## src/shared/scss_pkg.sv

```systemverilog
// Shared constants and types of the system clock source selector.
`default_nettype none
package scss_pkg;
  localparam int unsigned ADDR_W = 3;
  localparam int unsigned DATA_W = 16;
  localparam int unsigned PLL_INPUT_DIVIDER_FIELD_W = 4;
  localparam int unsigned NMUL_W = 7;
  localparam int unsigned K2_W = 7;
  localparam int unsigned K1_W = 10;
  localparam int unsigned PER_W = 16;
  localparam int unsigned PIN_N = 4;
  // Register offsets on the plain register port.
  localparam logic [2:0] OFS_SYS_CTRL = 3'h0;
  localparam logic [2:0] OFS_PLL_CTRL = 3'h1;
  localparam logic [2:0] OFS_PLL_DIV = 3'h2;
  localparam logic [2:0] OFS_PRESC = 3'h3;
  localparam logic [2:0] OFS_STATUS = 3'h4;
  // Field positions.
  localparam int unsigned POS_SRC = 0;
  localparam int unsigned POS_BYPASS = 0;
  localparam int unsigned POS_BAND = 1;
  localparam int unsigned POS_REF = 3;
  localparam int unsigned POS_PLL_INPUT_DIVIDER_FIELD = 4;
  localparam int unsigned POS_NMUL = 0;
  localparam int unsigned POS_K2 = 8;
  localparam int unsigned POS_K1 = 0;
  // Pin vector positions after synchronisation.
  localparam int unsigned PIN_DIRECT = 0;
  localparam int unsigned PIN_CRYSTAL = 1;
  localparam int unsigned PIN_INTOSC = 2;
  localparam int unsigned PIN_WAKEUP = 3;
  // Divider ramp: the period estimate moves by at most one eighth per step, or by 1 while the estimate is 1 to 7; from 0 it loads the measurement.
  localparam int unsigned RAMP_SHIFT = 3;
  typedef enum logic [1:0] {
    SRC_WAKEUP = 2'h0,
    SRC_RESERVED = 2'h1,
    SRC_OSC = 2'h2,
    SRC_DIRECT = 2'h3
  } scss_src_type;
  typedef enum logic [2:0] {
    PLL_OFF = 3'h1,
    PLL_ACQ = 3'h2,
    PLL_LOCK = 3'h4
  } scss_pll_state_type;
  typedef struct packed {
    logic pll_bypass_flag;
    logic [1:0] oscillator_band_select;
    logic ref_internal;
    logic [PLL_INPUT_DIVIDER_FIELD_W-1:0] pll_input_divider_field;
    logic [NMUL_W-1:0] pll_multiplier_field;
    logic [K2_W-1:0] pll_output_divider_field;
  } scss_pll_cfg_type;
  // Values after reset.
  localparam scss_src_type RST_SRC = SRC_WAKEUP;
  localparam scss_pll_cfg_type RST_PLL_CFG = '{
    pll_bypass_flag: 1'b1,
    oscillator_band_select: 2'h0,
    ref_internal: 1'b0,
    pll_input_divider_field: 4'h0,
    pll_multiplier_field: 7'h0,
    pll_output_divider_field: 7'h0
  };
  localparam logic [K1_W-1:0] RST_K1 = 10'h000;
endpackage
`default_nettype wire

```

## src/hw/scss_top.sv

```systemverilog
// System clock source selector with prescaler and digital PLL.
`default_nettype none
module scss_top
  import scss_pkg::*;
(
  input wire logic clk_sys_i,
  input wire logic srst_i,
  input wire logic ce_i,
  input wire logic [ADDR_W-1:0] addr_i,
  input wire logic [DATA_W-1:0] wr_data_i,
  input wire logic wr_en_i,
  input wire logic rd_en_i,
  output logic [DATA_W-1:0] rd_data_o,
  input wire logic direct_clock_pin_i,
  input wire logic crystal_input_pin_i,
  input wire logic internal_osc_i,
  input wire logic wakeup_clk_i,
  output logic sys_clk_o,
  output logic pll_enable_o,
  output logic pll_locked_o,
  output logic [1:0] oscillator_band_select_o
);
  function automatic logic [K1_W-1:0] high_len(input logic [K1_W-1:0] f);
    logic [K1_W:0] s;
    s = {1'b0, f} + 11'h002;
    return s[K1_W:1];
  endfunction

  function automatic logic [PER_W-1:0] ramp(input logic [PER_W-1:0] cur,
    input logic [PER_W-1:0] tgt, input logic [PER_W-1:0] step);
    logic [PER_W-1:0] r;
    r = tgt;
    if (tgt > cur && (tgt - cur) > step)
    begin
      r = cur + step;
    end
    else if (cur > tgt && (cur - tgt) > step)
    begin
      r = cur - step;
    end
    return r;
  endfunction

  logic [PIN_N-1:0] pin_f;
  scss_src_type src, next_src;
  scss_pll_cfg_type cfg, next_cfg;
  logic [K1_W-1:0] k1, next_k1;
  logic [DATA_W-1:0] next_rd_data;
  scss_pll_state_type state, next_state;

  scss_sync #(.W(PIN_N)) u_sync (
    .clk_sys_i(clk_sys_i),
    .srst_i(srst_i),
    .ce_i(ce_i),
    .pin_i({wakeup_clk_i, internal_osc_i, crystal_input_pin_i,
      direct_clock_pin_i}),
    .pin_o(pin_f)
  );

  // Register port.
  always_comb
  begin
    next_src = src;
    next_cfg = cfg;
    next_k1 = k1;
    next_rd_data = '0;
    if (wr_en_i)
    begin
      unique case (addr_i)
        OFS_SYS_CTRL:
        begin
          if (wr_data_i[POS_SRC +: 2] != SRC_RESERVED)
          begin
            next_src = scss_src_type'(wr_data_i[POS_SRC +: 2]);
          end
        end
        OFS_PLL_CTRL:
        begin
          next_cfg.pll_bypass_flag = wr_data_i[POS_BYPASS];
          next_cfg.oscillator_band_select = wr_data_i[POS_BAND +: 2];
          next_cfg.ref_internal = wr_data_i[POS_REF];
          next_cfg.pll_input_divider_field = wr_data_i[POS_PLL_INPUT_DIVIDER_FIELD +: PLL_INPUT_DIVIDER_FIELD_W];
        end
        OFS_PLL_DIV:
        begin
          next_cfg.pll_multiplier_field = wr_data_i[POS_NMUL +: NMUL_W];
          next_cfg.pll_output_divider_field = wr_data_i[POS_K2 +: K2_W];
        end
        OFS_PRESC: next_k1 = wr_data_i[POS_K1 +: K1_W];
        default: next_k1 = k1;
      endcase
    end
    if (rd_en_i)
    begin
      unique case (addr_i)
        OFS_SYS_CTRL: next_rd_data = {14'h0, src};
        OFS_PLL_CTRL: next_rd_data = {8'h0, cfg.pll_input_divider_field,
          cfg.ref_internal, cfg.oscillator_band_select,
          cfg.pll_bypass_flag};
        OFS_PLL_DIV: next_rd_data = {1'b0, cfg.pll_output_divider_field,
          1'b0, cfg.pll_multiplier_field};
        OFS_PRESC: next_rd_data = {6'h0, k1};
        OFS_STATUS: next_rd_data = {12'h0, pll_locked_o, sys_clk_o, src};
        default: next_rd_data = '0;
      endcase
    end
  end

  always_ff @(posedge clk_sys_i)
  begin
    if (srst_i)
    begin
      src <= RST_SRC;
      cfg <= RST_PLL_CFG;
      k1 <= RST_K1;
      rd_data_o <= '0;
    end
    else if (ce_i)
    begin
      src <= next_src;
      cfg <= next_cfg;
      k1 <= next_k1;
      rd_data_o <= next_rd_data;
    end
  end

  assign oscillator_band_select_o = cfg.oscillator_band_select;

  // Reference selection, prescaler and PLL datapath.
  logic osc_ref, osc_prev, osc_rise, pll_en, ref_event, vco_tick;
  logic presc_out, pll_out, next_sys_clk;
  logic [K1_W-1:0] presc_cnt, next_presc_cnt;
  logic [PLL_INPUT_DIVIDER_FIELD_W-1:0] p_cnt, next_p_cnt;
  logic [PER_W-1:0] per_cnt, next_per_cnt, c_used, next_c_used;
  logic [PER_W-1:0] ramp_step, acc, next_acc;
  logic [PER_W:0] acc_sum, acc_diff;
  logic [7:0] n_val;
  logic [K2_W-1:0] k2_cnt, next_k2_cnt;
  logic vco_tick_q;

  always_comb
  begin
    osc_ref = cfg.ref_internal ? pin_f[PIN_INTOSC] :
      pin_f[PIN_CRYSTAL];
    osc_rise = osc_ref & ~osc_prev;
    pll_en = (src == SRC_OSC) && !cfg.pll_bypass_flag;
    // Prescaler counts oscillator periods up to the field value.
    next_presc_cnt = presc_cnt;
    if (osc_rise)
    begin
      next_presc_cnt = (presc_cnt >= k1) ? '0 : presc_cnt + 10'h001;
    end
    presc_out = (k1 == '0) ? osc_ref :
      (presc_cnt < high_len(k1));
    // Input divider and reference period measurement.
    next_p_cnt = p_cnt;
    ref_event = 1'b0;
    if (osc_rise)
    begin
      if (p_cnt >= cfg.pll_input_divider_field)
      begin
        next_p_cnt = '0;
        ref_event = 1'b1;
      end
      else
      begin
        next_p_cnt = p_cnt + 4'h1;
      end
    end
    next_per_cnt = ref_event ? 16'h0001 :
      ((per_cnt == 16'hffff) ? per_cnt : per_cnt + 16'h0001);
    ramp_step = (c_used >> RAMP_SHIFT) == '0 ? 16'h0001 : c_used >> RAMP_SHIFT;
    // Oscillator: N ticks per measured divided-reference period.
    n_val = {1'b0, cfg.pll_multiplier_field} + 8'h01;
    acc_sum = {1'b0, acc} + {9'h000, n_val};
    acc_diff = acc_sum - {1'b0, c_used};
    vco_tick = (c_used != '0) && (acc_sum >= {1'b0, c_used});
    next_acc = (c_used == '0) ? '0 : !vco_tick ? acc_sum[PER_W-1:0] :
      (acc_diff >= {1'b0, c_used}) ? '0 : acc_diff[PER_W-1:0];
    next_k2_cnt = k2_cnt;
    if (vco_tick)
    begin
      next_k2_cnt = (k2_cnt >= cfg.pll_output_divider_field) ? '0 :
        k2_cnt + 7'h01;
    end
    pll_out = (cfg.pll_output_divider_field == '0) ? vco_tick_q :
      ({3'h0, k2_cnt} < high_len({3'h0, cfg.pll_output_divider_field}));
    if (!pll_en)
    begin
      next_p_cnt = '0;
      next_per_cnt = '0;
      next_acc = '0;
      next_k2_cnt = '0;
    end
    // Output selection.
    unique case (src)
      SRC_DIRECT: next_sys_clk = pin_f[PIN_DIRECT];
      SRC_OSC: next_sys_clk = cfg.pll_bypass_flag ? presc_out :
        pll_out;
      SRC_WAKEUP: next_sys_clk = pin_f[PIN_WAKEUP];
      default: next_sys_clk = sys_clk_o;
    endcase
  end

  // PLL acquisition: the period estimate ramps toward the measurement.
  always_comb
  begin
    next_state = state;
    next_c_used = c_used;
    if (!pll_en)
    begin
      next_state = PLL_OFF;
      next_c_used = '0;
    end
    else if (ref_event)
    begin
      unique case (state)
        PLL_OFF: next_state = PLL_ACQ;
        PLL_ACQ:
        begin
          next_c_used = (c_used == '0) ? per_cnt :
            ramp(c_used, per_cnt, ramp_step);
          if (next_c_used == per_cnt)
          begin
            next_state = PLL_LOCK;
          end
        end
        PLL_LOCK:
        begin
          next_c_used = ramp(c_used, per_cnt, ramp_step);
          if (next_c_used != per_cnt)
          begin
            next_state = PLL_ACQ;
          end
        end
        default: next_state = PLL_OFF;
      endcase
    end
  end

  always_ff @(posedge clk_sys_i)
  begin
    if (srst_i)
    begin
      osc_prev <= 1'b0;
      presc_cnt <= '0;
      p_cnt <= '0;
      per_cnt <= '0;
      c_used <= '0;
      acc <= '0;
      k2_cnt <= '0;
      vco_tick_q <= 1'b0;
      state <= PLL_OFF;
      sys_clk_o <= 1'b0;
      pll_enable_o <= 1'b0;
    end
    else if (ce_i)
    begin
      osc_prev <= osc_ref;
      presc_cnt <= next_presc_cnt;
      p_cnt <= next_p_cnt;
      per_cnt <= next_per_cnt;
      c_used <= next_c_used;
      acc <= next_acc;
      k2_cnt <= next_k2_cnt;
      vco_tick_q <= vco_tick;
      state <= next_state;
      sys_clk_o <= next_sys_clk;
      pll_enable_o <= pll_en;
    end
  end

  assign pll_locked_o = (state == PLL_LOCK);
endmodule // scss_top
`default_nettype wire

```

## src/hw/scss_sync.sv

```systemverilog
// Three-stage pin synchroniser with agreement filter.
`default_nettype none
module scss_sync
  import scss_pkg::*;
#(
  parameter int unsigned W = 4
)
(
  input wire logic clk_sys_i,
  input wire logic srst_i,
  input wire logic ce_i,
  input wire logic [W-1:0] pin_i,
  output logic [W-1:0] pin_o
);
  logic [W-1:0] ff1;
  logic [W-1:0] ff2;
  logic [W-1:0] ff3;
  logic [W-1:0] filt;
  logic [W-1:0] next_filt;

  // A bit changes once the second and third stages agree.
  always_comb
  begin
    next_filt = (~(ff2 ^ ff3) & ff3) | ((ff2 ^ ff3) & filt);
  end

  always_ff @(posedge clk_sys_i)
  begin
    if (srst_i)
    begin
      ff1 <= '0;
      ff2 <= '0;
      ff3 <= '0;
      filt <= '0;
    end
    else if (ce_i)
    begin
      ff1 <= pin_i;
      ff2 <= ff1;
      ff3 <= ff2;
      filt <= next_filt;
    end
  end

  assign pin_o = filt;
endmodule // scss_sync
`default_nettype wire

```

## config.mk

```make
export PLATFORM = sky130hd
export DESIGN_NAME = scss_top
export DESIGN_NICKNAME = d
export VERILOG_FILES = /design/src/shared/scss_pkg.sv /design/src/hw/scss_top.sv /design/src/hw/scss_sync.sv
export SDC_FILE = /design/constraint.sdc
export NUM_CORES = 1
export LEC_CHECK = 0
export BUFFER_PORTS_ARGS = -buffer_cell sky130_fd_sc_hd__buf_2
export CAP_MARGIN = 20
export CORE_ASPECT_RATIO = 0.9
export CORE_MARGIN = 2
export CORE_UTILIZATION = 55
export CTS_CLUSTER_SIZE = 16
export DETAILED_ROUTE_END_ITERATION = 12
export HOLD_SLACK_MARGIN = 0.1
export PLACE_DENSITY = 0.71
export SYNTH_ARGS = -nofsm -noshare
export SYNTH_HDL_FRONTEND = slang
export SYNTH_SLANG_ARGS = --single-unit
```

## constraint.sdc

```tcl
create_clock -name clk_sys_i -period 9.23 [get_ports clk_sys_i]
set_input_delay 0.923 -clock clk_sys_i [delete_from_list [all_inputs] [get_ports clk_sys_i]]
set_output_delay 0.923 -clock clk_sys_i [all_outputs]
set_load 0.05 [all_outputs]
```

# == Word-level counts from Yosys, hierarchy flattened ==
# Cells that the tools add are included.
# totals
reg_bits,142
inputBits,28
# op_classes
addsub,13
order_cmp,11
n_eq_ne,20
muxes,41
bitwise_logic,7
n_reduce_logical,24
# op_table
op,count
two-way mux 16 bit,18
one-hot mux 15 bit (5 select lines),1
greater-or-equal comparator 17 x 16 -> 1 bit,2
greater-than comparator 16 x 13 -> 1 bit,2
greater-than comparator 16 bit,2
zero test 16 bit,2
one-hot mux 16 bit (2 select lines),1
subtractor 16 bit,2
two-way mux 7 bit,3
adder 16 x 8 -> 17 bit,1
subtractor 17 x 16 -> 17 bit,1
"adder 16 x 1 -> 16 bit, second input constant",1
adder 16 x 13 -> 16 bit,1
== test 16 bit,1
"== test 16 bit, second input constant",1
!= test 16 bit,1
nonzero test 16 bit,1
subtractor 16 x 13 -> 16 bit,1
two-way mux 15 bit,1
two-way mux 13 bit,1
two-way mux 3 bit,4
two-way mux 4 bit,3
AND reduction 3 bit,4
"adder 10 x 2 -> 11 bit, second input constant",1
other kinds (37),60

# == Logic depth before layout (Yosys ltp) ==
# logic_depth
ltp_word,15
depth_mapped,29
ltp_nobuf,28

# == Modules after synthesis ==
# From an unflattened synthesis, not the netlist that was laid out.
# hier_totals
cells_unflattened,1733
hier_area_um2,13439.1
# by_module_without_submodules
mod,n_inst,cells_each,area_per_inst_um2
scss_top,1,1669,12738.5
scss_sync,1,64,700.7

# == Worst setup path before layout ==
# OpenSTA, ideal clock, no wires.
# synth_timing
path_kind,register -> register
startpoint,register c_used[1]
endpoint,register state[2]
arrival_ns,4.769
required_time_ns,9.100
slack_ns,4.330
path_stages_with_launch,22
period_less_slack_ns,4.900
path_cell_list,dfxtp_1 inv_1 fa_1 a21oi_2 o21ai_2 a21oi_1 nor2b_1 nor3_1 xnor2_1 ha_1 nand3_1 or3_1 o32a_1 o31ai_1 o2111ai_2 o211ai_4 or3b_1 o22ai_2 nor4_4 a41o_1 o211ai_2 o31ai_2
# synth_between
elab_chain_cells,12
word_cells_on_any_way,25
classes_between,4 x add/sub; 4 x order compare; 4 x eq/ne; 9 x mux; 4 x reduce/logical
# synth_lines
element,line_no,source
from (decl),scss_top.sv:134,"logic [PER_W-1:0] per_cnt, next_per_cnt, c_used, next_c_used;"
from (signal assigned),scss_top.sv:263,c_used <= next_c_used;
subtractor 16 bit,scss_top.sv:37,else if (cur > tgt && (cur - tgt) > step)
greater-than comparator 16 x 13 -> 1 bit,scss_top.sv:37,
logical AND 1 bit,scss_top.sv:37,
two-way mux 16 bit,scss_top.sv:37,
two-way mux 16 bit,scss_top.sv:33,if (tgt > cur && (tgt - cur) > step)
two-way mux 16 bit,scss_top.sv:217,unique case (state)
two-way mux 16 bit,scss_top.sv:215,else if (ref_event)
two-way mux 16 bit,scss_top.sv:210,if (!pll_en)
two-way mux 16 bit,scss_top.sv:221,next_c_used = (c_used == '0) ? per_cnt :
== test 16 bit,scss_top.sv:223,if (next_c_used == per_cnt)
!= test 3 bit (no line),n/a,
AND reduction 4 bit (no line) (*),n/a,
to (signal assigned),scss_top.sv:267,state <= next_state;
to (decl),scss_top.sv:49,"scss_pll_state_type state, next_state;"
# Every way passes the cells marked *; elsewhere a longest branch is shown, timed or not. The select of a mux whose other input is x is not followed.
# A chain may end at the register's enable or synchronous reset.

# == Worst setup path after layout ==
# layout_timing
startpoint,register per_cnt[1]
endpoint,register state[2]
# layout_between
elab_chain_cells,12
word_cells_on_any_way,22
classes_between,2 x add/sub; 4 x order compare; 4 x eq/ne; 9 x mux; 3 x reduce/logical
# layout_lines
element,line_no,source
from (decl),scss_top.sv:134,
from (signal assigned),scss_top.sv:262,per_cnt <= next_per_cnt;
subtractor 16 bit,scss_top.sv:37,
greater-than comparator 16 x 13 -> 1 bit,scss_top.sv:37,
logical AND 1 bit,scss_top.sv:37,
two-way mux 16 bit,scss_top.sv:37,
two-way mux 16 bit,scss_top.sv:33,
two-way mux 16 bit,scss_top.sv:217,
two-way mux 16 bit,scss_top.sv:215,
two-way mux 16 bit,scss_top.sv:210,
two-way mux 16 bit,scss_top.sv:221,
== test 16 bit,scss_top.sv:223,
!= test 3 bit (no line),n/a,
AND reduction 4 bit (no line) (*),n/a,
# Marked as above.

==> impl_metrics.py <==
metrics = {
    "outcome": {
        "status": "completed",
    },
    "global_route": {
        "grt_max_degree": 69,
        "antenna_found_initial": 0,
        "gr-total-overflow": 0,
        "track_usage_pct": 30.7,
        "grt_pass1_vias": 11500,
        "grt_pass1_wl_um": 61800,
    },
    "clock_tree": {
        "numCtsBuffers": 17,
        "clk_path_buf_depth": 2,
        "clock_sinks": 141,
        "clkTransAtPathRegs_ps": 80,
        "clk_latency_ps": 430,
        "ctsHoldBuffers": 0,
        "cts_resized": 0,
        "clockRootBuffer": "clkbuf_16",
        "h-tree-depth": 4,
        "post_cts_buffers": 0,
        "cts_tree": "built",
    },
    "die": {
        "fp.dieArea_um2": 25300,
        "initial_core_util_pct": 56.2,
        "pin_count": 49,
        "die_h_um": 151,
        "rows": 53,
        "core-area_um2": 23500,
        "die_x_um": 167,
    },
    "timing": {
        "hold_viol": 0,
        "clock_skew_ps": 12.8,
        "maxSlewViolCount": 0,
        "fin_hold_ws_ps": 462,
        "fin_ws_ps": 2730,
        "setup-violations-final": 0,
        "maxSlewHeadroom_pct": 30.2,
        "grt_setup_unrepaired": "false",
        "tns_ps": 0,
        "fin_crit_sh_pct": 70.4,
        "worst_pin_slew_ps": 1040,
        "achievable-frequency_mhz": 154,
        "period_minus_slack_ps": 6500,
    },
    "detailed_routing": {
        "drtIter0Drc": 1243,
        "viasPerCell": 6.23,
        "ant_nets": 0,
        "route.detailed.drc": 0,
        "post_drt_wl_per_cell_um": 19.4,
        "drtPass1Iterations": 6,
        "drt-total-wl_um": 39000,
        "vias": 12600,
    },
    "hold_path": {
        "holdPathEnd": "rd_data_o[0]",
        "hp-start": "rd_data_o[0]",
        "hold-path-cell-count": 2,
        "hp-class": "reg -> reg",
    },
    "finish": {
        "syn_to_final_growth_pct": 6.81,
        "fin_cells": 2016,
        "fin_nets": 1899,
        "final_cell_area_um2": 14100,
        "layout-drive-gt1-share_pct": 7.41,
        "postLayoutCoreUtil_pct": 60.1,
        "num_antenna_cells": 0,
    },
    "logic_synthesis": {
        "synth_edf_count": 0,
        "netlist_area_um2": 13200,
        "ys.flop_type": "dfxtp_1",
        "ys_ff_latch": 141,
        "yosys_warnings": 0,
        "async_flop_share_pct": 0,
        "ys_seq_area_share_pct": 21.4,
        "synth.distinct_cells": 92,
        "syn_nets": 1917,
        "avgSynthCellArea_um2": 7.68,
        "syn-instance-count": 1719,
    },
    "critical_path": {
        "crit_buf_inv": 1,
        "cp-start-kind": "register",
        "worstPathRequired_ps": 9530,
        "crit_arrival_ps": 6790,
        "reg2reg_slack_ps": 2730,
        "path_class": "reg -> reg",
        "reg2reg_from": "per_cnt[1]",
        "max_stage_delay_ps": 660,
        "r2r_cells": 22,
        "crit_path_max_fanout": 16,
        "crit_path_cell_trace": "inv_1, ha_1, nor2b_1, o31ai_1, and2_1, o21ai_0, a21o_1, a21oi_1, xnor2_1, ha_1, and4_1, nand2_1, o32a_1, a31oi_1, o2111ai_1, o21ai_2, nand2b_1, o22ai_2, nor4_4, a31oi_1, o211ai_2, o31ai_2",
        "crit_family": "compound AO/OA/AOI/OAI gates",
        "endpoint_kind": "register",
        "cp_slowest_cell": "dfxtp_1",
        "rr_endpoint": "state[2]",
    },
    "power_and_ir_drop": {
        "p_per_area_nw_per_um2": 101,
        "p_leak_nw": 5.99,
        "peakVddDrop_uv": 124,
        "finalPower_mw": 1.42,
    },
    "placement": {
        "io_buffers": 46,
        "dp.cells": 1984,
        "placed_area_um2": 13500,
        "routabilityCongestion": 0.960,
        "pre_cts_slack_ps": 2950,
        "hpwlAfterDp_um": 29600,
    },
    "job": {
        "drv_cap": 0,
    },
}
-- placed cells by master (no fill, tap or decap), drive strengths merged, types with 29 or more instances in the layout --
master,count
a21o,43
mux2i,39
nand3,60
nor3,33
a21oi,135
nand2,137
o21ai,94
buf,55
xnor2,87
inv,129
dfxtp,141
ha,164
xor2,34
nor2b,29
nor2,176
-- power breakdown --
| group | internal, mW | leakage [nW] | switching (mW) |
|---|---|---|---|
| registers | 0.613 | 1.14 | 0.00453 |
| clock network | 0.368 | 0.298 | 0.336 |
| logic | 0.0349 | 4.55 | 0.0665 |
-- worst register-to-register path: stages (launching register included) --
cell       delay, ps
dfxtp_1          660
inv_1            170
ha_1             360
nor2b_1          160
o31ai_1          380
and2_1           280
o21ai_0          210
a21o_1           250
a21oi_1          170
xnor2_1           80
ha_1             300
and4_1           260
nand2_1          100
o32a_1           390
a31oi_1          190
o2111ai_1        160
o21ai_2          630
nand2b_1         650
o22ai_2          160
nor4_4           330
a31oi_1          200
o211ai_2         200
o31ai_2           80
-- logic make-up after synthesis --
kind of cell    synth area share, %
other cells                  0.0284
buf+inv                        6.60
mux                            3.64
flops                          21.4
simple gates                   19.9
fa+ha+maj                      16.5
xor+xnor                       8.08
compound gates                 24.0
-- registers in the layout, summed over array words and instances (netlist names), 7 cells and up, named ones only --
| signal | flops |
|---|---|
| acc | 16 |
| c_used | 16 |
| cfg | 20 |
| k1 | 10 |
| k2_cnt | 7 |
| per_cnt | 16 |
| presc_cnt | 10 |
| rd_data_o | 15 |
-- cells in the mapped netlist (9+ instances only) --
library cell | n | share of area (%)
nor4_1 | 13 | 0.62
o21bai_1 | 10 | 0.57
o21a_1 | 18 | 1.0
o22ai_1 | 16 | 0.76
nand2_1 | 137 | 3.9
a21o_1 | 43 | 2.4
o211ai_1 | 13 | 0.74
nand4_1 | 19 | 0.90
nor3_1 | 32 | 1.2
a21oi_1 | 131 | 5.0
a31oi_1 | 11 | 0.52
xor2_1 | 34 | 2.3
dfxtp_1 | 141 | 21
nand3_1 | 60 | 2.3
nor2_1 | 176 | 5.0
mux2i_1 | 39 | 3.0
inv_1 | 122 | 3.5
clkbuf_1 | 61 | 1.7
nand2b_1 | 16 | 0.76
nor2b_1 | 29 | 1.4
a22oi_1 | 27 | 1.5
a21boi_0 | 9 | 0.51
o21ai_0 | 80 | 3.0
ha_1 | 164 | 16
and2_1 | 9 | 0.43
o2111ai_1 | 10 | 0.66
buf_2 | 23 | 0.87
o21ai_1 | 11 | 0.42
o221ai_1 | 13 | 0.86
xnor2_1 | 86 | 5.7
and3_1 | 18 | 0.85
-- final cells by class --
cell class	count	area, um2
Sequential cell	141	2820
Clock buffer	17	425
Inverter	126	473
Clock inverter	15	189
Multi-Input combinational cell	1360	9520
Fill cell	2198	9370
Tap cell	302	378
Timing Repair Buffer	55	300
-- how the worst max path moves through the flow --
stage	from	to	cells past startpoint
after floorplan	c_used[1]	state[2]	21
final	per_cnt[1]	state[2]	22
after global placement	c_used[1]	state[2]	21
after CTS	c_used[1]	state[2]	21
after detailed placement	c_used[1]	state[2]	21
after global routing	per_cnt[1]	state[2]	22
-- metal layers --
metal / share of wire [%] / up-vias / GRT usage [%]
met1: 47 / 5942 / 45.1
met3: 8.6 / 49 / 5.57
li1: - / 6092 / -
met4: 1.5 / 0 / 6.35
met2: 43 / 485 / 47.1
met5: 0 / - / 0
Note: power is estimated with default switching activity, not from simulation.
